===== src/pwmcd_map.svh =====
// Register indices, field positions, reset values and counts of the modulator block.
`ifndef PWMCD_MAP_SVH
`define PWMCD_MAP_SVH

// Register indices; the byte address on the bus is four times the index.
`define PWMCD_IDX_LOCK      8'hC0
`define PWMCD_IDX_OUT_EN    8'hC1
`define PWMCD_IDX_FAULT     8'hC2
`define PWMCD_IDX_CH0_DT    8'hD1
`define PWMCD_IDX_CH1_DT    8'hD7
`define PWMCD_IDX_CH1_CTL   8'hD9
`define PWMCD_IDX_CH1_PER   8'hDA
`define PWMCD_IDX_CH1_DUTY  8'hDB
`define PWMCD_IDX_CH2_DT    8'hDC
`define PWMCD_IDX_CH2_CTL   8'hDD
`define PWMCD_IDX_CH2_PER   8'hDE
`define PWMCD_IDX_CH2_DUTY  8'hDF

// Channel control register fields.
`define PWMCD_CTL_IE        7
`define PWMCD_CTL_IF        6
`define PWMCD_CTL_POL       2
`define PWMCD_CTL_SEL_HI    1
`define PWMCD_CTL_SEL_LO    0

// Output enable register fields: primary enables low, complement enables high.
`define PWMCD_EN_PRIM_LO    0
`define PWMCD_EN_COMP_LO    4

// Fault register fields.
`define PWMCD_FLT_EN        0
`define PWMCD_FLT_LATCH     1

// Values and counts.
`define PWMCD_UNLOCK        8'h55
`define PWMCD_RST8          8'h00
`define PWMCD_RST4          4'h0
`define PWMCD_DT_MIN        8'h02
`define PWMCD_RD_PAD        24'h00_0000
`define PWMCD_PRE_RST       4'h0

`endif


===== src/pwmcd_pkg.sv =====
// Types shared by the modulator top level and its channel engine.
package pwmcd_pkg;

    // Settings a channel copies in at each period start.
    typedef struct packed {
        logic       pol;     // Output polarity bit.
        logic [1:0] sel;     // Clock divider select.
        logic [7:0] period;  // Period value.
        logic [7:0] duty;    // Duty value.
    } pwmcd_cfg_t;

    // Per-channel enables.
    typedef struct packed {
        logic prim_en;  // Channel output enable.
        logic comp_en;  // Complement output enable.
    } pwmcd_en_t;

    // Per-channel output pins.
    typedef struct packed {
        logic prim;  // Primary output.
        logic comp;  // Complementary output.
    } pwmcd_pins_t;

endpackage


===== src/pwmcd_chan.sv =====
// One 8-bit modulator channel with complementary output and dead time.
`timescale 1ns/10ps
`include "pwmcd_map.svh"
module pwmcd_chan (
    input  wire logic                 mclk_i,
    input  wire logic                 resetn_i,
    input  wire logic [3:0]           tick_i,
    input  wire pwmcd_pkg::pwmcd_cfg_t cfg_i,
    input  wire pwmcd_pkg::pwmcd_en_t  en_i,
    input  wire logic [7:0]           dead_i,
    input  wire logic                 fault_i,
    output pwmcd_pkg::pwmcd_pins_t    pins_o,
    output logic                      ovf_o
);
    import pwmcd_pkg::*;

    pwmcd_cfg_t cfg_act;   // Settings in force for the current period.
    logic [7:0] cnt;       // Period counter.
    logic       act_q;     // Active phase seen one cycle ago.
    logic [7:0] run_cnt;   // Oscillator clocks since the active phase last changed.
    logic       running;   // Either output wants the counter.
    logic       tick;      // Modulator clock enable picked by the divider select in force for the current period.
    logic       last;      // Counter is at the final step of the period.
    logic       act;       // Raw active phase before dead time.
    logic [7:0] dt_eff;    // Dead time in force, floored at its minimum.
    logic       gate;      // Dead time after the last phase change has elapsed.
    logic       narrow;    // Off time too short for two dead times.

    assign running = en_i.prim_en | en_i.comp_en;
    assign tick    = tick_i[cfg_act.sel];
    assign last    = (cfg_act.period == `PWMCD_RST8) ||
                     (({1'b0, cnt} + 9'h001) >= {1'b0, cfg_act.period});
    // Active while inside the duty count; never with a zero period, always when the
    // period does not exceed the duty.
    assign act     = (cfg_act.period != `PWMCD_RST8) &&
                     ((cfg_act.period <= cfg_act.duty) || (cnt < cfg_act.duty));
    // Dead time applies only with the complement running; short settings are stretched.
    assign dt_eff  = (!en_i.comp_en || dead_i == `PWMCD_RST8) ? `PWMCD_RST8 :
                     ((dead_i < `PWMCD_DT_MIN) ? `PWMCD_DT_MIN : dead_i);
    assign gate    = (dt_eff == `PWMCD_RST8) ||
                     ((act == act_q) && ({1'b0, run_cnt} + 9'h001 >= {1'b0, dt_eff}));
    assign narrow  = (cfg_act.period == `PWMCD_RST8) ||
                     ((cfg_act.period > cfg_act.duty) &&
                      (({1'b0, cfg_act.period} - {1'b0, cfg_act.duty}) <=
                       {dt_eff, 1'b0}));

    // Period counter; new settings are copied only when a period ends, so a write
    // never cuts a period short. While idle it tracks the registers for a clean start.
    always_ff @(posedge mclk_i or negedge resetn_i) begin
        if (!resetn_i) begin
            cfg_act <= '0;
            cnt     <= `PWMCD_RST8;
            ovf_o   <= 1'b0;
        end else if (!running) begin
            cfg_act <= cfg_i;
            cnt     <= `PWMCD_RST8;
            ovf_o   <= 1'b0;
        end else if (tick && last) begin
            cfg_act <= cfg_i;
            cnt     <= `PWMCD_RST8;
            ovf_o   <= (cfg_act.period != `PWMCD_RST8);
        end else begin
            cnt     <= tick ? cnt + 8'h01 : cnt;
            ovf_o   <= 1'b0;
        end
    end

    // Dead time counter runs on the raw oscillator clock, not the modulator clock.
    always_ff @(posedge mclk_i or negedge resetn_i) begin
        if (!resetn_i) begin
            act_q   <= 1'b0;
            run_cnt <= `PWMCD_RST8;
        end else begin
            act_q   <= act;
            if (act != act_q) begin
                run_cnt <= `PWMCD_RST8;
            end else if (run_cnt != 8'hFF) begin
                run_cnt <= run_cnt + 8'h01;
            end
        end
    end

    // Output stage; a fault or a disabled output rests at the inactive level.
    always_ff @(posedge mclk_i or negedge resetn_i) begin
        if (!resetn_i) begin
            pins_o <= '0;
        end else if (fault_i) begin
            pins_o.prim <= cfg_act.pol;
            pins_o.comp <= cfg_act.pol;
        end else begin
            pins_o.prim <= en_i.prim_en ? ((act & gate) ^ cfg_act.pol) : cfg_act.pol;
            pins_o.comp <= en_i.comp_en ?
                           ((~act & gate & ~narrow) ^ cfg_act.pol) : cfg_act.pol;
        end
    end

endmodule


===== src/pwmcd_top.sv =====
// Top level: Avalon-MM register file, prescaler, fault input and two modulator channels.
//
// Overview of operation
// - Period equals period value times modulator clock.
// - Zero period, polarity 0: output held low.
// - Zero period, polarity 1: output held high.
// - Active time equals duty value times modulator clock.
// - Period not above duty, polarity 0: constant high.
// - Period not above duty, polarity 1: constant low.
// - Modulator settings change only while unlock held; flag clears need no unlock.
// - Waveform appears only after enable bit set.
// - New period or duty apply next period.
// - Polarity and divider changes apply next period.
// - No dead time, nonzero period: complement is inverted primary.
// - Complement runs even with primary disabled.
// - Fault forces both outputs to inactive level.
// - Dead time between edges, same period kept.
// - Dead time writes ignored while outputs enabled.
// - Short off time: complement held at inactive.
// - Dead time counts oscillator clocks, minimum two.
// - Dead time equals value times oscillator clock.
// - Polarity selects active level during duty time.
// - Divider select gives oscillator over 2,4,8,16.
// - Overflow sets flag; software clears; request gated.
`timescale 1ns/10ps
`include "pwmcd_map.svh"
module pwmcd_top #(
    parameter int NCH = 2  // Number of 8-bit channels.
) (
    input  wire logic                        mclk_i,
    input  wire logic                        resetn_i,
    input  wire logic [9:0]                  avs_address_i,
    input  wire logic                        avs_read_i,
    input  wire logic                        avs_write_i,
    input  wire logic [31:0]                 avs_writedata_i,
    input  wire logic [3:0]                  avs_byteenable_i,
    output logic      [31:0]                 avs_readdata_o,
    output logic                             avs_waitrequest_o,
    input  wire logic                        fault_n_i,
    output pwmcd_pkg::pwmcd_pins_t [NCH-1:0] chan_pins_o,
    output logic      [NCH-1:0]              irq_req_o
);
    import pwmcd_pkg::*;

    // Register indices of each channel, channel 0 of the array being channel 1.
    localparam logic [1:0][7:0] CTL_IDX  = {`PWMCD_IDX_CH2_CTL,  `PWMCD_IDX_CH1_CTL};
    localparam logic [1:0][7:0] PER_IDX  = {`PWMCD_IDX_CH2_PER,  `PWMCD_IDX_CH1_PER};
    localparam logic [1:0][7:0] DUTY_IDX = {`PWMCD_IDX_CH2_DUTY, `PWMCD_IDX_CH1_DUTY};
    localparam logic [1:0][7:0] DT_IDX   = {`PWMCD_IDX_CH2_DT,   `PWMCD_IDX_CH1_DT};

    // Bus decode.
    logic [7:0]  idx;        // Register index from the byte address.
    logic [7:0]  wdat;       // Low byte of the write data.
    logic        wr_go;      // Write completes at this edge.
    logic        rd_load;    // Read data is captured at this edge.
    logic        unlocked;   // Lock register holds the unlock value.
    logic        mod_wr;     // Write to a protected modulator register.
    logic [7:0]  rd_mux;     // Read data selected by index.

    // Software-visible state.
    logic [7:0]     lock;       // Write lock register.
    logic [3:0]     out_en;     // Channel and complement output enables.
    logic           flt_en;     // Fault detect enable.
    logic           flt_latch;  // Fault seen, held until software clears it.
    logic [7:0]     ch0_dt;     // Dead time of the 12-bit channel, held for its engine.
    logic [NCH-1:0] ie;         // Overflow interrupt enables.
    logic [NCH-1:0] iflag;      // Overflow flags.
    logic [NCH-1:0] ovf;        // Overflow pulses from the channels.
    pwmcd_cfg_t [NCH-1:0] cfg;  // Programmed channel settings.
    logic [NCH-1:0][7:0]  dt;   // Programmed dead times.

    // Shared timing.
    logic [3:0] pre;    // Free-running oscillator prescaler.
    logic [3:0] tick;   // One-cycle enables at oscillator over 2, 4, 8 and 16.
    logic       flt_meta;  // First synchroniser stage of the fault pin.
    logic       flt_sync;  // Second synchroniser stage of the fault pin.

    assign idx      = avs_address_i[9:2];
    assign wdat     = avs_writedata_i[7:0];
    assign wr_go    = avs_write_i && !avs_waitrequest_o && avs_byteenable_i[0];
    assign rd_load  = avs_read_i && avs_waitrequest_o;
    assign unlocked = (lock == `PWMCD_UNLOCK);
    assign mod_wr   = wr_go && unlocked;

    // Wait state generator: every access waits exactly one cycle, so the read data
    // captured on the first edge stands while waitrequest is low.
    always_ff @(posedge mclk_i or negedge resetn_i) begin
        if (!resetn_i) begin
            avs_waitrequest_o <= 1'b1;
        end else if ((avs_read_i || avs_write_i) && avs_waitrequest_o) begin
            avs_waitrequest_o <= 1'b0;
        end else begin
            avs_waitrequest_o <= 1'b1;
        end
    end

    // Read data register; unmapped indices and the unused upper bits read as zero.
    always_ff @(posedge mclk_i or negedge resetn_i) begin
        if (!resetn_i) begin
            avs_readdata_o <= {`PWMCD_RD_PAD, `PWMCD_RST8};
        end else if (rd_load) begin
            avs_readdata_o <= {`PWMCD_RD_PAD, rd_mux};
        end
    end

    // The prescaler runs freely so that all channels share one phase; a channel
    // restarting mid-count may see its first modulator tick early by a few clocks.
    always_ff @(posedge mclk_i or negedge resetn_i) begin
        if (!resetn_i) begin
            pre <= `PWMCD_PRE_RST;
        end else begin
            pre <= pre + 4'h1;
        end
    end

    // Tick for division by 2 to the power s+1 fires when the low s+1 bits are all ones.
    genvar s;
    generate
        for (s = 0; s < 4; s++) begin : g_tick
            assign tick[s] = &pre[s:0];
        end
    endgenerate

    // The fault pin comes from outside and passes two flip-flops first.
    always_ff @(posedge mclk_i or negedge resetn_i) begin
        if (!resetn_i) begin
            flt_meta <= 1'b1;
            flt_sync <= 1'b1;
        end else begin
            flt_meta <= fault_n_i;
            flt_sync <= flt_meta;
        end
    end

    // Lock register is always writable; only its value opens the others.
    always_ff @(posedge mclk_i or negedge resetn_i) begin
        if (!resetn_i) begin
            lock <= `PWMCD_RST8;
        end else if (wr_go && idx == `PWMCD_IDX_LOCK) begin
            lock <= wdat;
        end
    end

    // Output enables, guarded by the lock.
    always_ff @(posedge mclk_i or negedge resetn_i) begin
        if (!resetn_i) begin
            out_en <= `PWMCD_RST4;
        end else if (mod_wr && idx == `PWMCD_IDX_OUT_EN) begin
            out_en <= {wdat[`PWMCD_EN_COMP_LO+1:`PWMCD_EN_COMP_LO],
                       wdat[`PWMCD_EN_PRIM_LO+1:`PWMCD_EN_PRIM_LO]};
        end
    end

    // Fault control: a low level on the pin while enabled latches the fault. Writing
    // one to the latch bit clears it, but a fault in the same cycle wins.
    always_ff @(posedge mclk_i or negedge resetn_i) begin
        if (!resetn_i) begin
            flt_en    <= 1'b0;
            flt_latch <= 1'b0;
        end else begin
            if (mod_wr && idx == `PWMCD_IDX_FAULT) begin
                flt_en <= wdat[`PWMCD_FLT_EN];
            end
            if (flt_en && !flt_sync) begin
                flt_latch <= 1'b1;
            end else if (wr_go && idx == `PWMCD_IDX_FAULT && wdat[`PWMCD_FLT_LATCH]) begin
                flt_latch <= 1'b0;
            end
        end
    end

    // The 12-bit channel's dead time is only stored here for its own engine.
    always_ff @(posedge mclk_i or negedge resetn_i) begin
        if (!resetn_i) begin
            ch0_dt <= `PWMCD_RST8;
        end else if (mod_wr && idx == `PWMCD_IDX_CH0_DT) begin
            ch0_dt <= wdat;
        end
    end

    // Per-channel registers and engines.
    genvar c;
    generate
        for (c = 0; c < NCH; c++) begin : g_ch
            pwmcd_en_t en;  // Enables handed to this channel.

            assign en.prim_en = out_en[`PWMCD_EN_PRIM_LO+c];
            assign en.comp_en = out_en[`PWMCD_EN_PRIM_LO+2+c];

            // Control, period and duty; the engine copies them at its next period start.
            always_ff @(posedge mclk_i or negedge resetn_i) begin
                if (!resetn_i) begin
                    cfg[c] <= '0;
                    ie[c]  <= 1'b0;
                end else if (mod_wr) begin
                    if (idx == CTL_IDX[c]) begin
                        ie[c]      <= wdat[`PWMCD_CTL_IE];
                        cfg[c].pol <= wdat[`PWMCD_CTL_POL];
                        cfg[c].sel <= wdat[`PWMCD_CTL_SEL_HI:`PWMCD_CTL_SEL_LO];
                    end
                    if (idx == PER_IDX[c]) begin
                        cfg[c].period <= wdat;
                    end
                    if (idx == DUTY_IDX[c]) begin
                        cfg[c].duty <= wdat;
                    end
                end
            end

            // Dead time may only change while both outputs of the channel are off,
            // since a change mid-waveform could let the two switches overlap.
            always_ff @(posedge mclk_i or negedge resetn_i) begin
                if (!resetn_i) begin
                    dt[c] <= `PWMCD_RST8;
                end else if (mod_wr && idx == DT_IDX[c] && !en.prim_en && !en.comp_en) begin
                    dt[c] <= wdat;
                end
            end

            // Overflow flag: hardware sets, software clears by writing zero; set wins.
            always_ff @(posedge mclk_i or negedge resetn_i) begin
                if (!resetn_i) begin
                    iflag[c] <= 1'b0;
                end else if (ovf[c]) begin
                    iflag[c] <= 1'b1;
                end else if (wr_go && idx == CTL_IDX[c] && !wdat[`PWMCD_CTL_IF]) begin
                    iflag[c] <= 1'b0;
                end
            end

            // Interrupt request; the global enable lives in the processor.
            always_ff @(posedge mclk_i or negedge resetn_i) begin
                if (!resetn_i) begin
                    irq_req_o[c] <= 1'b0;
                end else begin
                    irq_req_o[c] <= iflag[c] & ie[c];
                end
            end

            // The waveform engine.
            pwmcd_chan u_chan (
                .mclk_i   (mclk_i),
                .resetn_i (resetn_i),
                .tick_i   (tick),
                .cfg_i    (cfg[c]),
                .en_i     (en),
                .dead_i   (dt[c]),
                .fault_i  (flt_latch),
                .pins_o   (chan_pins_o[c]),
                .ovf_o    (ovf[c])
            );
        end
    endgenerate

    // Read multiplexer; the control register shows the live overflow flag.
    always_comb begin
        rd_mux = `PWMCD_RST8;
        unique case (idx)
            `PWMCD_IDX_LOCK:     rd_mux = lock;
            `PWMCD_IDX_OUT_EN:   rd_mux = {2'b00, out_en[3:2], 2'b00, out_en[1:0]};
            `PWMCD_IDX_FAULT:    rd_mux = {6'b00_0000, flt_latch, flt_en};
            `PWMCD_IDX_CH0_DT:   rd_mux = ch0_dt;
            `PWMCD_IDX_CH1_DT:   rd_mux = dt[0];
            `PWMCD_IDX_CH1_CTL:  rd_mux = {ie[0], iflag[0], 3'b000, cfg[0].pol, cfg[0].sel};
            `PWMCD_IDX_CH1_PER:  rd_mux = cfg[0].period;
            `PWMCD_IDX_CH1_DUTY: rd_mux = cfg[0].duty;
            `PWMCD_IDX_CH2_DT:   rd_mux = dt[1];
            `PWMCD_IDX_CH2_CTL:  rd_mux = {ie[1], iflag[1], 3'b000, cfg[1].pol, cfg[1].sel};
            `PWMCD_IDX_CH2_PER:  rd_mux = cfg[1].period;
            `PWMCD_IDX_CH2_DUTY: rd_mux = cfg[1].duty;
            default:             rd_mux = `PWMCD_RST8;
        endcase
    end

endmodule


===== config.mk =====
export PLATFORM = sky130hd
export DESIGN_NAME = pwmcd_top
export DESIGN_NICKNAME = d
export VERILOG_FILES = /design/src/pwmcd_pkg.sv /design/src/pwmcd_chan.sv /design/src/pwmcd_top.sv
export VERILOG_INCLUDE_DIRS = /design/src
export SDC_FILE = /design/constraint.sdc
export NUM_CORES = 1
export LEC_CHECK = 0
export BUFFER_PORTS_ARGS = -buffer_cell sky130_fd_sc_hd__buf_4
export CELL_PAD_IN_SITES_DETAIL_PLACEMENT = 0
export CELL_PAD_IN_SITES_GLOBAL_PLACEMENT = 2
export CORE_ASPECT_RATIO = 2
export CORE_MARGIN = 2
export CORE_UTILIZATION = 44
export CTS_BUF_LIST = sky130_fd_sc_hd__clkbuf_2
export CTS_CLUSTER_SIZE = 30
export DETAILED_ROUTE_END_ITERATION = 16
export PLACE_DENSITY_LB_ADDON = 0.1
export SYNTH_ARGS = -nofsm -noshare
export SYNTH_HDL_FRONTEND = slang
export SYNTH_SLANG_ARGS = --single-unit

===== constraint.sdc =====
create_clock -name mclk_i -period 7.6 [get_ports mclk_i]
set_clock_uncertainty 0.2 [all_clocks]
set_input_delay 0.38 -clock mclk_i [delete_from_list [all_inputs] [get_ports mclk_i]]
set_output_delay 0.38 -clock mclk_i [all_outputs]
set_load 0.1 [all_outputs]

# Word level (Yosys, flattened, before mapping)
# Index checks and enable logic that the tools add are counted.
# word_totals
register_bits	175
inputBits	51
# classes
addsub	11
magnitude_cmp	16
eq_ne	23
muxes	40
bitwise_logic	18
reduce_logical	70
# ops
op	count
$mux W8	14
$eq A8 B8 Y1 const B	12
$pmux W8 S12	1
$mux W19	4
$logic_not A8 Y1	6
$add A8 B1 Y9 const B	4
$ge A9 B8 Y1	4
$add A8 B1 Y8 const B	4
$logic_and A1 B1 Y1	30
$le A9 B9 Y1	2
$sub A8 B8 Y9	2
$mux W1	17
$gt A8 B8 Y1	2
$le A8 B8 Y1	2
$lt A8 B2 Y1 const B	2
$lt A8 B8 Y1	2
$ne A8 B8 Y1 const B	2
$reduce_bool A8 Y1	2
$reduce_and A2 Y1	7
$logic_or A1 B1 Y1	11
$reduce_bool A2 Y1	5
$and A1 B1 Y1	8
$eq A8 B7 Y1 const B	1
$logic_not A1 Y1	7
other kinds (13)	27

# Depth between registers and ports, before layout
# logic_depth
ltp_word	11
ltp_mapped	16

# Cells and area by module
# Synthesis repeated with hierarchy kept, for this count alone.
# unflattened
cells_unflattened	1003
hier_area_um2	10890.4
# modules_own_cells
module	n_inst	cells_each	area_each_um2	seq_area_each_um2
pwmcd_chan	2	311	3000.4	975.9
pwmcd_top	1	381	4889.7	2431.1

# Worst setup path after synthesis
# OpenSTA, ideal clock, no wires.
# synth_timing
path_kind	register to register
from	register g_ch[1].u_chan.cfg_act[8] (netlist name)
to	register g_ch[1].u_chan.pins_o[0] (netlist name)
setup_time_ns	0.079
t_arrival_ns	2.886
slack_ns	4.435
path_stages_with_launch	17
path_buffers	0
synth_period_minus_slack_ns	3.165
path_cell_list	dfrtp_1 inv_1 ha_1 inv_1 fa_1 a21o_1 a21oi_1 o21ai_0 a21oi_1 xnor2_1 ha_1 nand4_1 nor2_1 a21oi_1 o211ai_1 nor4b_1 xor2_1
# synth_via
elab_chain_len	11
# synth_lines
item	line_no	source
start: declaration	pwmcd_chan.sv:17	pwmcd_cfg_t cfg_act;
start signal: assignment	pwmcd_chan.sv:55	cfg_act <= cfg_i;
start signal: assignment	pwmcd_chan.sv:59	cfg_act <= cfg_i;
parallel branches: the longest is 7 deep, another holds $sub A8 B8 Y9	-	
$and A1 B1 Y1 (*)	pwmcd_chan.sv:93	((~act & gate & ~narrow) ^ cfg_act.pol) : cfg_act.pol;
$xor A1 B1 Y1 (*)	pwmcd_chan.sv:93	
$mux W1 (*)	pwmcd_chan.sv:92	pins_o.comp <= en_i.comp_en ?
$mux W2 (*)	pwmcd_chan.sv:87	end else if (fault_i) begin
end: declaration	pwmcd_chan.sv:12	output pwmcd_pkg::pwmcd_pins_t pins_o,
# Every way passes the cells marked *.
# A chain may end at the register's enable or synchronous reset.

# Worst setup path after layout
# layout_timing
from	register g_ch[0].u_chan.cfg_act[8] (netlist name)
to	register g_ch[0].u_chan.pins_o[0] (netlist name)
# layout_via
elab_chain_len	11
# layout_lines
item	line_no
start: declaration	pwmcd_chan.sv:17
start signal: assignment	pwmcd_chan.sv:55
start signal: assignment	pwmcd_chan.sv:59
parallel branches: the longest is 7 deep, another holds $sub A8 B8 Y9	-
$and A1 B1 Y1 (*)	pwmcd_chan.sv:93
$xor A1 B1 Y1 (*)	pwmcd_chan.sv:93
$mux W1 (*)	pwmcd_chan.sv:92
$mux W2 (*)	pwmcd_chan.sv:87
end: declaration	pwmcd_chan.sv:12
# Marks and branches as above.

==> qor_table.md <==
| Step | Result | This run |
| --- | --- | --- |
| critical path | Critical path required time | 8.14 ns |
| synthesis | Syn Std Cell Area | 10600 um^2 |
| synthesis | Sequential area share after synthesis | 41.5% |
| power | Static leakage power | 5.49 nW |
| clocking | TritonCTS clock tree | done |
| timing | Min cycle time layout | 3.74 ns |
| global route | GRT overflow | 0 |
| global route | Wire length of the first global-routing pass | 46900 um |
| synthesis | Flip-flop and latch count after synthesis | 175 |
| run | Total of max-cap violations | 0 |
| placed design | Detailed placement HPWL | 23300 um |
| cells and area | Number of nets at the end of the flow | 1201 |
| critical path | Critical Path Fanout Max | 4 |
| synthesis | Most used flip-flop cell after synthesis | sky130_fd_sc_hd__dfrtp_1 |
| timing | Relative slew margins | 22.4% |
| detailed routing | Pre-antenna DRT Iters | 7 |
| detailed routing | Total wire length | 30300 um |
| cells and area | Ratio of cells with drive above 1 in the final layout | 18.4% |
| floorplanning | Starting Density | 44.5% |
| placed design | GP Congestion | 0.860 |
| floorplanning | Top Ports | 90 |
| timing | # setup viols final | 0 |
| floorplanning | Die height | 223 um |
| clocking | Clk slew on worst S/H paths | 0.25 ns |
| synthesis | Ranking of synthesized cells by area | sky130_fd_sc_hd__dfrtp_1 41%, sky130_fd_sc_hd__mux2_2 10%, sky130_fd_sc_hd__ha_1 10%, sky130_fd_sc_hd__nand2_1 2.4%, sky130_fd_sc_hd__inv_1 2.2% |
| global route | Via count of the first global-routing pass | 8155 |
| timing | Number of hold-slack violations in the final timing report | 0 |
| cells and area | Number of inserted filler cells in the final layout | 2285 |
| synthesis | Largest area contributor in the netlist | sky130_fd_sc_hd__dfrtp_1 |
| critical path | Classification of the worst setup path | reg -> reg |
| timing | Unrepaired setup endpoints after global routing | no |
| detailed routing | Average wire length per cell after detail routing | 22.2 um |
| detailed routing | Antenna Nets Post-Route | 0 |
| placed design | Count of input and output buffers | 36 |
| timing | Final setup margin | 3.86 ns |
| critical path | Startpoint type of the worst setup path | flip-flop |
| synthesis | Mean Syn Cell Area | 10.5 um^2 |
| detailed routing | Drt first-iter violations | 350 |
| clocking | Number of CTS-inserted buffers | 17 |
| floorplanning | Die X | 113 um |
| timing | Hold slack | 0.172 ns |
| synthesis | Warnings, synthesis | 0 |
| global route | Total global-route track usage | 24.9% |
| clocking | Clock Tree Buf Depth | 2 |
| clocking | Sink Count | 175 |
| timing | Transition time of the tightest slew-check pin | 1.15 ns |
| clocking | Number of post-CTS setup repair buffers | 0 |
| global route | Initial antenna violation count | 1 |
| floorplanning | Core ar. | 23700 um^2 |
| timing | Total negative setup slack | 0 ns |
| floorplanning | Die Area | 25300 um^2 |
| detailed routing | Via count | 7812 |
| synthesis | Unique masters post-synth | 77 |
| floorplanning | # rows | 80 |
| timing | Final-report max-slew violation count | 0 |
| synthesis | Post-Syn Instances | 1001 |
| critical path | Critical path capture point type | flip-flop |
| power | Power density relative to cell area | 139 nW/um^2 |
| critical path | Chain of cells forming the critical path | inv_1, ha_1, inv_1, fa_1, a21o_1, a21oi_1, nor3b_1, a211oi_1, ha_1, nand2_1, nor3_1, a211o_1, nor4b_1, xor2_1 |
| synthesis | Number of enable flip-flop cells after synthesis | 0 |
| critical path | CP Data Arrival Time | 4.28 ns |
| clocking | Clock H-tree levels | 4 |
| power | Worst ir drop on vdd | 74.4 uV |
| detailed routing | Residual DRC | 0 |
| synthesis | FFs w/ async S/R, synth | 100% |
| synthesis | Area share of the largest cell type after synthesis | 40.8% |
| timing | Fmax | 267 MHz |
| critical path | CP peak stage delay | 0.51 ns |
| critical path | Standard cell with the maximum stage delay on the critical path | sky130_fd_sc_hd__dfrtp_1 |
| global route | Largest net degree at the start of global routing | 81 |
| placed design | Worst setup slack after placement | 3.80 ns |
| hold path | Worst hold path type | reg -> reg |
| clocking | Root buf cell | sky130_fd_sc_hd__clkbuf_2 |
| run status | Outcome | finished, final reports clean |
| cells and area | Area growth from synthesis to layout | 8.84% |
| clocking | Clock latency at the later pin of the worst-skew pair | 0.81 ns |
| timing | Tcrit/Tclk final | 49.3% |
| detailed routing | Via count normalized by instance count | 5.74 |
[final cells by class]
type	instances	area (um^2)	share of cell area [%]
sequential	175	4380	38.2
clock buffer	20	100	0.872
multi-input combinational	738	5710	49.7
clock inverter	9	72.6	0.632
timing repair buffer	70	622	5.42
tap	287	359	3.13
antenna	1	2.50	0.0218
inverter	62	233	2.03
[cell usage after synthesis (all sizes together) (6+ instances only)]
cell type and number:
ha 84, a31oi 8, nand2 67, and2 6, xor2 19, buf 38
nand3 46, inv 62, a21oi 43, o21a 7, a211oi 7, mux2i 13
xnor2 23, nor2b 11, a22oi 9, mux2 118, dfrtp 172, a21o 16
nand4 15, nor3 25, and3 8, nor2 52, clkbuf 11, o21ai 37
or4 9, a221oi 7
[power by group]
| part | switching [mW] | internal (mW) | leakage [nW] |
|---|---|---|---|
| registers | 0.00809 | 0.943 | 2.38 |
| clock network | 0.320 | 0.112 | 0.116 |
| logic | 0.172 | 0.0400 | 3.00 |
| total | 0.500 | 1.09 | 5.49 |
[path summary, 6_finish.rpt]
check                                     startpoint                  endpoint  slack, ns  cells after the start
setup / recovery           g_ch[0].u_chan.cfg_act[8]  g_ch[0].u_chan.pins_o[0]       3.86                     14
hold / removal                              flt_meta                  flt_sync       0.17                      0
setup reg to reg           g_ch[0].u_chan.cfg_act[8]  g_ch[0].u_chan.pins_o[0]       3.86                     14
hold reg to reg                             flt_meta                  flt_sync       0.17                      0
max in group asynchronous                   resetn_i                    pre[3]       5.62                      4
min in group asynchronous                   resetn_i                 ch0_dt[1]       0.35                      3
[state kept, by name (all words and copies together) (netlist names), 2 cells and up]
name / flops
lock: 8
g_ch.u_chan.cfg_act: 38
iflag: 2
ch0_dt: 8
cfg: 38
pre: 4
g_ch.u_chan.run_cnt: 16
g_ch.u_chan.act_q: 2
dt: 16
irq_req_o: 2
avs_readdata_o: 8
ie: 2
out_en: 4
g_ch.u_chan.cnt: 16
g_ch.u_chan.ovf_o: 2
g_ch.u_chan.pins_o: 4
[placed cells by master, fill, tap and decap left out, types with 37 or more instances in the layout]
master and count:
sky130_fd_sc_hd__a21oi_1 41, sky130_fd_sc_hd__nand2_1 67, sky130_fd_sc_hd__inv_1 62, sky130_fd_sc_hd__buf_4 40, sky130_fd_sc_hd__o21ai_0 37, sky130_fd_sc_hd__dfrtp_1 172, sky130_fd_sc_hd__nand3_1 46, sky130_fd_sc_hd__nor2_1 47
sky130_fd_sc_hd__ha_1 84, sky130_fd_sc_hd__mux2_2 98
[metrics by stage]
stage	cells	utilization [%]	area, um^2	total power [mW]
after global routing	1362	48.4	11500	1.66
final	1362	48.4	11500	1.59
after floorplan	1024	-	10600	1.11
after CTS	1361	48.4	11500	1.61
after global placement	1303	46.4	11000	1.17
after detailed placement	1303	46.4	11000	1.17
[logic make-up after synthesis]
logic type                 count (synthesis)  synth area share, %
other                                      1               0.0355
AOI/OAI and AO/OA                        186                 12.1
buffers and inverters                    111                 5.15
muxes                                    131                 14.2
and+or+nand+nor                          269                 13.2
xor gates and xnor gates                  42                 3.49
DFF                                      175                 41.5
adders and majority gates                 86                 10.3
[worst max-delay path: cells and delay by family, from the launching register on]
kind / cells / cell delay, ns
and+or+nand+nor: 4 / 0.75
adders and majority gates: 3 / 0.85
AOI/OAI and AO/OA: 4 / 1.02
xor gates and xnor gates: 1 / 0.21
buffers and inverters: 2 / 0.13
DFF: 1 / 0.51
[layer usage]
layer | vias to the layer above | GRT usage [%] | part of all wire [%]
li1 | 3734 | - | -
met1 | 3864 | 25.4 | 36
met2 | 156 | 47.9 | 57
met3 | 58 | 3.40 | 1.9
met4 | 0 | 12.7 | 5.2
met5 | - | 0 | 0
[what timing repair did]
action / in CTS / in global routing
endpoints found under the setup margin: 0 / 0
hold buffers: 29 / 0
endpoints found under the hold margin: 193 / 0
gates resized for setup: 0 / 0
No activity file was read; power rests on OpenSTA's default activity.
